## src/rtl/pmx_regs.svh

```systemverilog
// Constants for the power mode and exception controller.
`ifndef PMX_REGS_SVH
`define PMX_REGS_SVH
`define PMX_MODE_RUN 8'h00
`define PMX_MODE_SLEEP 8'h01
`define PMX_MODE_STANDBY 8'h02
`define PMX_MODE_DEEP 8'h03
`define PMX_EX_UART_OVF 8'h08
`define PMX_EX_RADIO_OVF 8'h09
`define PMX_EX_REG_FAIL 8'h13
`define PMX_EX_MISSING_ACK 8'h20
`define PMX_EX_PAYLOAD_CRC 8'h40
`define PMX_EX_HEADER_CRC 8'h42
`define PMX_EX_SEQ_FAIL 8'h43
`define PMX_EX_FRAME_FAIL 8'h44
`define PMX_WAKE_ACK_BYTE 8'h06
`define PMX_ADDR_MODE 4'h0
`define PMX_ADDR_ERROR 4'h1
`define PMX_ADDR_MASK 4'h2
`define PMX_ADDR_BAUD_VOL 4'h3
`define PMX_ADDR_BAUD_SAVED 4'h4
`define PMX_ADDR_CTRL 4'h5
`define PMX_ADDR_RETRY 4'h6
`define PMX_ADDR_STATUS 4'h7
`define PMX_ADDR_WAKE_ACK 4'h8
`define PMX_BAUD_DEFAULT 8'h03
`define PMX_RETRY_DEFAULT 8'h03
`define PMX_MASK_DEFAULT 8'hFF
`define PMX_CLK_NS 10
`define PMX_WAKE_NS 6000000
`define PMX_WAKE_CYC 20'd599000
`define PMX_RST_LOW_NS 20000
`define PMX_RST_LOW_CYC 12'd2000
`define PMX_FACTORY_NS 600000000
`define PMX_FACTORY_CYC 26'd60000000
`define PMX_BIT_CYC 16'd868
`define PMX_RF_RATE_MAX 3'd7
`define PMX_RF_RATE_COMPAT 3'd4
`endif

```

## src/rtl/pmx_pkg.sv

```systemverilog
// Types shared by both ends of the power mode and exception link.
`default_nettype none
package pmx_pkg;
  typedef enum logic [2:0] {
    PMX_RUN,
    PMX_STANDBY,
    PMX_SLEEP,
    PMX_DEEP,
    PMX_WAKING,
    PMX_ACK
  } pmx_state_t;
  typedef logic [7:0] pmx_byte_t;
endpackage
`default_nettype wire

```

## src/rtl/pmx_link_if.sv

```systemverilog
// Link between the radio module and its host controller.
`timescale 1ns/1ps
`default_nettype none
interface pmx_link_if;
  logic host_txd;
  logic dev_txd;
  logic cts_n;
  logic error_flag_out;
  logic reset_n;
  logic cmd_n;
  logic reg_wr;
  logic reg_rd;
  logic [3:0] reg_addr;
  logic [7:0] reg_wdata;
  logic [7:0] reg_rdata;
  modport dev (
    input host_txd, reset_n, cmd_n, reg_wr, reg_rd, reg_addr, reg_wdata,
    output dev_txd, cts_n, error_flag_out, reg_rdata
  );
  modport host (
    output host_txd, reset_n, cmd_n, reg_wr, reg_rd, reg_addr, reg_wdata,
    input dev_txd, cts_n, error_flag_out, reg_rdata
  );
endinterface
`default_nettype wire

```

## src/rtl/pmx_device.sv

```systemverilog
// Device end: power states, wake-up and exception register.
//
// The strobed register port and the address map were decided locally.
`timescale 1ns/1ps
`default_nettype none
`include "pmx_regs.svh"
module pmx_device
  import pmx_pkg::*;
(
  input wire logic i_clk,
  input wire logic i_rstn,
  pmx_link_if.dev link,
  input wire logic i_uart_overflow,
  input wire logic i_radio_overflow,
  input wire logic i_reg_write_fail,
  input wire logic i_payload_crc_fail,
  input wire logic i_header_crc_fail,
  input wire logic i_sequence_mismatch,
  input wire logic i_frame_type_fail,
  input wire logic i_retry_event,
  input wire logic i_tx_done,
  input wire logic i_ram_ok,
  input wire logic i_compat_mode,
  input wire logic i_buffer_full,
  output logic o_ctrl_clk_slow,
  output logic o_ctrl_clk_stop,
  output logic o_radio_trx_on,
  output logic o_radio_osc_on,
  output logic o_factory_restore,
  output logic o_soft_reset,
  output logic [2:0] o_rf_rate_max,
  output logic [7:0] o_uart_baud
);
  function automatic logic [1:0] sync_step(input logic [1:0] s, input logic d);
    sync_step = {s[0], d};
  endfunction

  pmx_state_t state_reg, state_next;
  logic [1:0] rxd_s_reg, rst_s_reg, cmd_s_reg;
  logic [15:0] low_cnt_reg;
  logic [11:0] rstl_cnt_reg;
  logic [25:0] cmd_cnt_reg;
  logic [19:0] wake_cnt_reg;
  logic rst_armed_reg, cmd_armed_reg, cmd_lost_reg;
  logic [7:0] error_code_store_reg, error_mask_reg;
  logic [7:0] uart_baud_volatile_reg, uart_baud_saved_reg;
  logic [7:0] retry_limit_reg, retry_cnt_reg;
  logic wake_acknowledge_enable_reg, flag_reg;
  logic [7:0] rdata_reg;
  logic [3:0] ack_bit_reg;
  logic [15:0] ack_div_reg;
  logic txd_reg, soft_reset_reg, restore_reg;
  logic [7:0] new_code;
  logic [7:0] ack_shift;
  logic new_err, rd_err, wr_mode, rxd_wake, rst_wake, wake_done, retry_over;

  wire rxd_in = rxd_s_reg[1];
  wire rst_in = rst_s_reg[1];
  wire cmd_in = cmd_s_reg[1];
  assign wr_mode = link.reg_wr && link.reg_addr == `PMX_ADDR_MODE;
  assign rd_err = link.reg_rd && link.reg_addr == `PMX_ADDR_ERROR;
  assign retry_over = i_retry_event && (retry_cnt_reg >= retry_limit_reg);
  // Earlier sources in the chain win so a single code is stored per cycle.
  assign new_code = i_frame_type_fail ? `PMX_EX_FRAME_FAIL :
                    i_sequence_mismatch ? `PMX_EX_SEQ_FAIL :
                    i_header_crc_fail ? `PMX_EX_HEADER_CRC :
                    i_payload_crc_fail ? `PMX_EX_PAYLOAD_CRC :
                    retry_over ? `PMX_EX_MISSING_ACK :
                    i_reg_write_fail ? `PMX_EX_REG_FAIL :
                    i_radio_overflow ? `PMX_EX_RADIO_OVF :
                    i_uart_overflow ? `PMX_EX_UART_OVF : 8'h00;
  assign new_err = new_code != 8'h00;
  assign rxd_wake = low_cnt_reg >= `PMX_BIT_CYC;
  assign rst_wake = rst_armed_reg && rst_in;
  assign wake_done = wake_cnt_reg == `PMX_WAKE_CYC;
  assign ack_shift = `PMX_WAKE_ACK_BYTE >> (ack_bit_reg - 4'd1);

  always_comb
  begin
    state_next = state_reg;
    case (state_reg)
      PMX_RUN:
      begin
        if (wr_mode && link.reg_wdata == `PMX_MODE_STANDBY)
          state_next = PMX_STANDBY;
        else if (wr_mode && link.reg_wdata == `PMX_MODE_SLEEP)
          state_next = PMX_SLEEP;
        else if (wr_mode && link.reg_wdata == `PMX_MODE_DEEP)
          state_next = PMX_DEEP;
      end
      PMX_STANDBY, PMX_SLEEP:
        if (rxd_wake)
          state_next = PMX_WAKING;
      PMX_DEEP:
        if (rst_wake)
          state_next = PMX_WAKING;
      PMX_WAKING:
        if (wake_done)
          state_next = wake_acknowledge_enable_reg ? PMX_ACK : PMX_RUN;
      PMX_ACK:
        if (ack_bit_reg == 4'd10)
          state_next = PMX_RUN;
      default:
        state_next = PMX_RUN;
    endcase
  end

  always_ff @(posedge i_clk)
  begin
    rxd_s_reg <= sync_step(rxd_s_reg, link.host_txd);
    rst_s_reg <= sync_step(rst_s_reg, link.reset_n);
    cmd_s_reg <= sync_step(cmd_s_reg, link.cmd_n);
    if (!i_rstn)
    begin
      state_reg <= PMX_RUN;
      low_cnt_reg <= 16'h0000;
      rstl_cnt_reg <= 12'h000;
      rst_armed_reg <= 1'b0;
      wake_cnt_reg <= 20'h00000;
      cmd_cnt_reg <= 26'h0000000;
      cmd_armed_reg <= 1'b0;
      cmd_lost_reg <= 1'b0;
      restore_reg <= 1'b0;
    end
    else
    begin
      state_reg <= state_next;
      low_cnt_reg <= (!rxd_in && !rxd_wake) ? low_cnt_reg + 16'd1 :
                     (rxd_in ? 16'h0000 : low_cnt_reg);
      if (rst_in)
        rstl_cnt_reg <= 12'h000;
      else if (rstl_cnt_reg != `PMX_RST_LOW_CYC)
        rstl_cnt_reg <= rstl_cnt_reg + 12'd1;
      rst_armed_reg <= (state_reg == PMX_DEEP) &&
                       (rstl_cnt_reg == `PMX_RST_LOW_CYC || (rst_armed_reg && !rst_in));
      wake_cnt_reg <= (state_reg == PMX_WAKING) ? wake_cnt_reg + 20'd1 : 20'h00000;
      // Counting starts from reset release and stops for good once the line goes high.
      if (cmd_in)
        cmd_lost_reg <= 1'b1;
      if (!cmd_in && !cmd_lost_reg && cmd_cnt_reg != `PMX_FACTORY_CYC)
        cmd_cnt_reg <= cmd_cnt_reg + 26'd1;
      if (cmd_cnt_reg == `PMX_FACTORY_CYC && !cmd_in && !cmd_lost_reg)
        cmd_armed_reg <= 1'b1;
      restore_reg <= cmd_armed_reg && cmd_in;
      if (restore_reg)
        cmd_armed_reg <= 1'b0;
    end
  end

  always_ff @(posedge i_clk)
  begin
    if (!i_rstn)
    begin
      error_code_store_reg <= 8'h00;
      flag_reg <= 1'b0;
      error_mask_reg <= `PMX_MASK_DEFAULT;
      uart_baud_volatile_reg <= `PMX_BAUD_DEFAULT;
      uart_baud_saved_reg <= `PMX_BAUD_DEFAULT;
      retry_limit_reg <= `PMX_RETRY_DEFAULT;
      retry_cnt_reg <= 8'h00;
      wake_acknowledge_enable_reg <= 1'b0;
      rdata_reg <= 8'h00;
      soft_reset_reg <= 1'b0;
    end
    else
    begin
      // A new error in the read cycle wins over the clear.
      if (new_err)
        error_code_store_reg <= new_code;
      else if (rd_err)
        error_code_store_reg <= 8'h00;
      if (new_err && (new_code & error_mask_reg) != 8'h00)
        flag_reg <= 1'b1;
      else if (rd_err)
        flag_reg <= 1'b0;
      retry_cnt_reg <= i_tx_done ? 8'h00 :
                       (i_retry_event ? retry_cnt_reg + 8'd1 : retry_cnt_reg);
      soft_reset_reg <= (state_reg == PMX_WAKING) && wake_done && !i_ram_ok;
      if (soft_reset_reg || restore_reg)
        uart_baud_volatile_reg <= uart_baud_saved_reg;
      else if (link.reg_wr && link.reg_addr == `PMX_ADDR_BAUD_VOL)
        uart_baud_volatile_reg <= link.reg_wdata;
      if (restore_reg)
      begin
        uart_baud_saved_reg <= `PMX_BAUD_DEFAULT;
        retry_limit_reg <= `PMX_RETRY_DEFAULT;
        error_mask_reg <= `PMX_MASK_DEFAULT;
        wake_acknowledge_enable_reg <= 1'b0;
      end
      else if (link.reg_wr)
      begin
        if (link.reg_addr == `PMX_ADDR_MASK)
          error_mask_reg <= link.reg_wdata;
        if (link.reg_addr == `PMX_ADDR_BAUD_SAVED)
          uart_baud_saved_reg <= link.reg_wdata;
        if (link.reg_addr == `PMX_ADDR_RETRY)
          retry_limit_reg <= link.reg_wdata;
        if (link.reg_addr == `PMX_ADDR_WAKE_ACK)
          wake_acknowledge_enable_reg <= link.reg_wdata[0];
      end
      case (link.reg_addr)
        `PMX_ADDR_MODE: rdata_reg <= {5'h00, state_reg};
        `PMX_ADDR_ERROR: rdata_reg <= error_code_store_reg;
        `PMX_ADDR_MASK: rdata_reg <= error_mask_reg;
        `PMX_ADDR_BAUD_VOL: rdata_reg <= uart_baud_volatile_reg;
        `PMX_ADDR_BAUD_SAVED: rdata_reg <= uart_baud_saved_reg;
        `PMX_ADDR_RETRY: rdata_reg <= retry_limit_reg;
        `PMX_ADDR_WAKE_ACK: rdata_reg <= {7'h00, wake_acknowledge_enable_reg};
        default: rdata_reg <= 8'h00;
      endcase
    end
  end

  // Wake acknowledge: start bit, eight data bits LSB first, stop bit.
  always_ff @(posedge i_clk)
  begin
    if (!i_rstn || state_reg != PMX_ACK)
    begin
      ack_bit_reg <= 4'h0;
      ack_div_reg <= 16'h0000;
      txd_reg <= 1'b1;
    end
    else
    begin
      ack_div_reg <= (ack_div_reg == `PMX_BIT_CYC) ? 16'h0000 : ack_div_reg + 16'd1;
      if (ack_div_reg == `PMX_BIT_CYC)
        ack_bit_reg <= ack_bit_reg + 4'd1;
      txd_reg <= (ack_bit_reg == 4'd0) ? 1'b0 :
                 (ack_bit_reg >= 4'd9) ? 1'b1 :
                 ack_shift[0];
    end
  end

  assign link.dev_txd = txd_reg;
  assign link.reg_rdata = rdata_reg;
  assign link.error_flag_out = flag_reg;
  assign link.cts_n = (state_reg == PMX_DEEP) ? 1'b1 :
                      (state_reg == PMX_STANDBY || state_reg == PMX_SLEEP) ? 1'b0 :
                      (state_reg != PMX_RUN) || i_buffer_full;
  assign o_ctrl_clk_slow = state_reg == PMX_STANDBY || state_reg == PMX_SLEEP;
  assign o_ctrl_clk_stop = state_reg == PMX_DEEP;
  assign o_radio_trx_on = state_reg == PMX_RUN;
  assign o_radio_osc_on = state_reg != PMX_SLEEP && state_reg != PMX_DEEP;
  assign o_factory_restore = restore_reg;
  assign o_soft_reset = soft_reset_reg;
  assign o_rf_rate_max = i_compat_mode ? `PMX_RF_RATE_COMPAT : `PMX_RF_RATE_MAX;
  assign o_uart_baud = uart_baud_volatile_reg;
endmodule
`default_nettype wire

```

## src/flat_wrapper.sv

```systemverilog
// flat-port wrapper written by rule: the top's interface ports become plain ports
module pmx_device_flat import pmx_pkg::*;
  (i_clk, i_rstn, i_uart_overflow, i_radio_overflow, i_reg_write_fail, i_payload_crc_fail, i_header_crc_fail, i_sequence_mismatch, i_frame_type_fail, i_retry_event, i_tx_done, i_ram_ok, i_compat_mode, i_buffer_full, o_ctrl_clk_slow, o_ctrl_clk_stop, o_radio_trx_on, o_radio_osc_on, o_factory_restore, o_soft_reset, o_rf_rate_max, o_uart_baud, link_host_txd, link_reset_n, link_cmd_n, link_reg_wr, link_reg_rd, link_reg_addr, link_reg_wdata, link_dev_txd, link_cts_n, link_error_flag_out, link_reg_rdata);
  pmx_link_if link_i ();
  input wire logic i_clk;
  input wire logic i_rstn;
  input wire logic i_uart_overflow;
  input wire logic i_radio_overflow;
  input wire logic i_reg_write_fail;
  input wire logic i_payload_crc_fail;
  input wire logic i_header_crc_fail;
  input wire logic i_sequence_mismatch;
  input wire logic i_frame_type_fail;
  input wire logic i_retry_event;
  input wire logic i_tx_done;
  input wire logic i_ram_ok;
  input wire logic i_compat_mode;
  input wire logic i_buffer_full;
  output logic o_ctrl_clk_slow;
  output logic o_ctrl_clk_stop;
  output logic o_radio_trx_on;
  output logic o_radio_osc_on;
  output logic o_factory_restore;
  output logic o_soft_reset;
  output logic [2:0] o_rf_rate_max;
  output logic [7:0] o_uart_baud;
  input wire logic [$bits(link_i.host_txd)-1:0] link_host_txd;
  input wire logic [$bits(link_i.reset_n)-1:0] link_reset_n;
  input wire logic [$bits(link_i.cmd_n)-1:0] link_cmd_n;
  input wire logic [$bits(link_i.reg_wr)-1:0] link_reg_wr;
  input wire logic [$bits(link_i.reg_rd)-1:0] link_reg_rd;
  input wire logic [$bits(link_i.reg_addr)-1:0] link_reg_addr;
  input wire logic [$bits(link_i.reg_wdata)-1:0] link_reg_wdata;
  output wire logic [$bits(link_i.dev_txd)-1:0] link_dev_txd;
  output wire logic [$bits(link_i.cts_n)-1:0] link_cts_n;
  output wire logic [$bits(link_i.error_flag_out)-1:0] link_error_flag_out;
  output wire logic [$bits(link_i.reg_rdata)-1:0] link_reg_rdata;
  assign link_i.host_txd = link_host_txd;
  assign link_i.reset_n = link_reset_n;
  assign link_i.cmd_n = link_cmd_n;
  assign link_i.reg_wr = link_reg_wr;
  assign link_i.reg_rd = link_reg_rd;
  assign link_i.reg_addr = link_reg_addr;
  assign link_i.reg_wdata = link_reg_wdata;
  assign link_dev_txd = link_i.dev_txd;
  assign link_cts_n = link_i.cts_n;
  assign link_error_flag_out = link_i.error_flag_out;
  assign link_reg_rdata = link_i.reg_rdata;
  pmx_device u_core (.i_clk(i_clk), .i_rstn(i_rstn), .link(link_i), .i_uart_overflow(i_uart_overflow), .i_radio_overflow(i_radio_overflow), .i_reg_write_fail(i_reg_write_fail), .i_payload_crc_fail(i_payload_crc_fail), .i_header_crc_fail(i_header_crc_fail), .i_sequence_mismatch(i_sequence_mismatch), .i_frame_type_fail(i_frame_type_fail), .i_retry_event(i_retry_event), .i_tx_done(i_tx_done), .i_ram_ok(i_ram_ok), .i_compat_mode(i_compat_mode), .i_buffer_full(i_buffer_full), .o_ctrl_clk_slow(o_ctrl_clk_slow), .o_ctrl_clk_stop(o_ctrl_clk_stop), .o_radio_trx_on(o_radio_trx_on), .o_radio_osc_on(o_radio_osc_on), .o_factory_restore(o_factory_restore), .o_soft_reset(o_soft_reset), .o_rf_rate_max(o_rf_rate_max), .o_uart_baud(o_uart_baud));
endmodule
```

## config.mk

```make
export PLATFORM = sky130hd
export DESIGN_NAME = pmx_device_flat
export DESIGN_NICKNAME = d
export VERILOG_FILES = /design/src/rtl/pmx_pkg.sv /design/src/rtl/pmx_link_if.sv /design/src/rtl/pmx_device.sv /design/src/flat_wrapper.sv
export VERILOG_INCLUDE_DIRS = /design/src /design/src/rtl
export SDC_FILE = /design/constraint.sdc
export NUM_CORES = 1
export LEC_CHECK = 0
export ABC_AREA = 1
export CAP_MARGIN = 5
export CORE_ASPECT_RATIO = 0.8
export CORE_UTILIZATION = 50
export DETAILED_ROUTE_END_ITERATION = 8
export DONT_BUFFER_PORTS = 1
export SYNTH_ARGS = -nofsm -noshare
export SYNTH_HDL_FRONTEND = slang
export SYNTH_SLANG_ARGS = --single-unit
```

## constraint.sdc

```tcl
create_clock -name i_clk -period 3 [get_ports i_clk]
set_input_delay 0 -clock i_clk [delete_from_list [all_inputs] [get_ports i_clk]]
set_output_delay 0 -clock i_clk [all_outputs]
set_load 0.05 [all_outputs]
```

==> flow_summary.rst <==
.. list-table::
   :header-rows: 1

   * - Metric
     - Value
   * - Horizontal die dimension
     - 144 um
   * - Share of async-settable or async-resettable flops after synthesis
     - 0%
   * - Final core utilization
     - 58.4%
   * - Clock latency on the worst-skew pair
     - 430 ps
   * - DRC violations left
     - 0
   * - Least-Margin Pin Slew
     - 880 ps
   * - Run status
     - finished clean
   * - Area of placed instances
     - 8250 um2
   * - Register bit total from synthesis
     - 166
   * - Root buffer selected by CTS
     - clkbuf_16
   * - Maximum number of pins on one net before global-route repair
     - 26
   * - Worst Slack Setup Final
     - 205 ps
   * - Num CTS Buffers
     - 17
   * - Max-slew violation count
     - 0
   * - Required time of the worst setup path
     - 3370 ps
   * - Commonest cells after routing, fill and taps aside
     - nand2_1 (238), dfxtp_1 (166), inv_1 (158), nor2_1 (131), a21oi_1 (103)
   * - Total of cells resized after clock tree synthesis
     - 0
   * - Cell Chain, Critical Path
     - dlygate4sd3_1, inv_2, nor2_1, buf_4, o21ai_0, dlygate4sd3_1, a21oi_1, dlygate4sd3_1
   * - Setup repair after global routing missed its margin
     - no
   * - Final design instance area without fill
     - 9190 um2
   * - Register area share after synthesis
     - 41.3%
   * - Minimum period implied by the final worst setup slack
     - 2790 ps
   * - Aggregate global routing overflow
     - 0
   * - CTS tree
     - yes
   * - Worst slew margin
     - 41.1%
   * - Clock Skew
     - 11.5 ps
   * - Final hold vios
     - 0
   * - Average via count per standard cell
     - 5.08
   * - Final weighted congestion in routability-driven placement
     - 0.860
   * - Vias in the first global route
     - 6,489
   * - Worst IR Drop VDD
     - 0.454 mV
   * - Fraction of layout instances using a drive strength above 1
     - 5.51%
   * - Endpoint class of the critical path
     - register
   * - Port Buffers
     - 0
   * - Largest delay share family, worst path
     - buffers and inverters
   * - Initial DRC count
     - 507
   * - Final critical-path share of the clock period
     - 93.2%
   * - Total length of routed wires
     - 19,000 um
   * - GR Util All Layers
     - 24.5%
   * - Count of cell instances traversed by the critical path
     - 8
   * - Worst-case clock buffer depth
     - 2
   * - Number of max-cap violations
     - 0
   * - Startpoint type of the worst setup path
     - primary input
   * - Category of the critical setup timing path
     - primary input to register
   * - Data arrival, critical path
     - 3170 ps
   * - Boundary pin count
     - 59
   * - Cell with the most instances on the worst path
     - dlygate4sd3_1
   * - Buffer count from post-CTS setup fixing
     - 0
   * - Initial antenna violation count
     - 1
   * - P&R area growth vs syn
     - 14.3%
   * - Most used flip-flop cell after synthesis
     - dfxtp_1
   * - Cell area after synthesis
     - 8040 um2
   * - Wire length of the first global-routing pass
     - 31,600 um
   * - Commonest non-fill, non-tap cell in the layout
     - nand2_1
   * - Total number of yosys warnings
     - 0
   * - Worst-path maximum fanout
     - 24
   * - Post-place setup slack
     - 949 ps
   * - Summed negative setup slack over all endpoints
     - 0 ps
   * - Wire length per cell
     - 13.6 um
   * - Total power divided by cell area
     - 578 nW/um2
   * - Worst reg2reg path depth
     - 5
   * - Worst path slowest cell
     - dlygate4sd3_1
   * - First-pass iteration count of the detailed router
     - 7
   * - Starting density of the core
     - 51.0%
   * - Hpwl dp
     - 13,800 um
   * - Max reg flops
     - 26
   * - Total power after layout
     - 5.31 mW
   * - Core area
     - 15,700 um2
   * - Final Net Count
     - 1,221
   * - Antenna Nets Post-Route
     - 0
   * - Clock transition at the registers of the reported paths
     - 60 ps
   * - Unique masters post-synth
     - 49
   * - Sum of buffers and inverters on the critical path
     - 5
   * - Synthesized area per cell
     - 7.11 um2
   * - Die extent in y
     - 115 um
   * - CTS H-tree lvls
     - 4
   * - Area enclosed by the die boundary
     - 16,600 um2
   * - Final Setup Violations
     - 0
   * - Reported leakage power
     - 3.47 nW
   * - Number of clock sinks seen by CTS
     - 166
   * - Number of nets produced by synthesis
     - 1,184
   * - Maximum clock frequency
     - 358 MHz
   * - Worst hold path type
     - primary input to register
   * - Number of flops mapped to enable cells by yosys
     - 0
   * - Worst Hold Depth
     - 5
   * - Cells after Synth
     - 1,130
   * - Via count
     - 7,098
   * - Slowest stage delay, CP
     - 990 ps
   * - Total number of placement rows
     - 41
-- report_power, final --
part / internal [mW] / switching, mW / leakage (nW)
clock network: 1.34 / 0.921 / 0.285
logic: 0.196 / 0.514 / 1.84
registers: 2.26 / 0.0851 / 1.35
-- Yosys cell counts (3+ instances only) --
cell	instances	area [um2]
dfxtp_1	166	3320
xnor2_1	8	70.1
clkbuf_1	7	26.3
nor3_1	43	215
inv_1	158	593
buf_4	3	22.5
inv_2	4	15.0
a221oi_1	7	61.3
nor3_2	4	40.0
a211oi_1	4	30.0
nor4_1	8	50.1
nor4_2	3	37.5
nand3_1	51	255
o21a_1	6	45.0
nand2_1	238	893
a31oi_1	10	62.6
nor2_2	4	25.0
or2_2	3	18.8
o211ai_1	6	45.0
buf_2	6	30.0
ha_1	23	288
xor2_1	20	175
nand4_1	20	125
buf_1	3	11.3
a21oi_1	103	515
o21ai_0	61	305
nor2_1	131	492
-- path summary, 6_finish.rpt --
path / from / endpoint / slack [ps]
setup / recovery: i_rstn / u_core.wake_acknowledge_enable_reg / 210
hold / removal: link_reg_addr[0] / u_core.error_mask_reg[1] / 30
setup reg to reg: u_core.o_factory_restore / u_core.o_uart_baud[0] / 380
hold reg to reg: u_core.cmd_s_reg[0] / u_core.cmd_s_reg[1] / 330
-- routing by layer --
layer  track usage [%]  up-vias  part of all wire (%)
met1              35.4     3140                    52
met3              5.95       17                   5.8
li1                  -     3784                     -
met2              35.9      157                    41
met5                 0        -                     0
met4              7.38        0                   1.2
-- final cells by class --
class,instances,area [um2]
well taps,215,269
multi-input cells,780,4000
flip-flops and latches,166,3320
repair buffers,39,375
fillers,1513,6560
clock buffers,18,439
clock inverters,14,173
inverters,163,612
diodes,1,2.50
-- through the flow --
stage	hold WS, ps	instances
after detailed placement	27.7	1330
after floorplan	27.7	1130
after global placement	27.8	1330
after CTS	15.2	1395
after global routing	60.7	1396
final	33.2	1396
-- cell families after synthesis --
| group | Yosys count | share of synthesized area (%) |
|---|---|---|
| AND/OR/NAND/NOR | 520 | 28.6 |
| AO/OA/AOI/OAI | 208 | 14.4 |
| buffers and inverters | 184 | 9.01 |
| flip-flops | 166 | 41.3 |
| XOR/XNOR | 28 | 3.05 |
| adder cells (fa/ha/maj) | 23 | 3.58 |
| other | 1 | 0.0466 |
-- worst register-to-register path: stages, from the launching register on --
cell and delay, ps:
dfxtp_1 550, nor2_1 620, nand2_1 430, o211ai_1 230
nand3_1 90, dlygate4sd3_1 590
-- timing repair --
item / 4_1_cts / 5_1_grt
hold buffers: 33 / 0
hold endpoints to repair: 84 / 0
endpoints found under the setup margin: 0 / 0
Power figures use the tool's default switching activity.
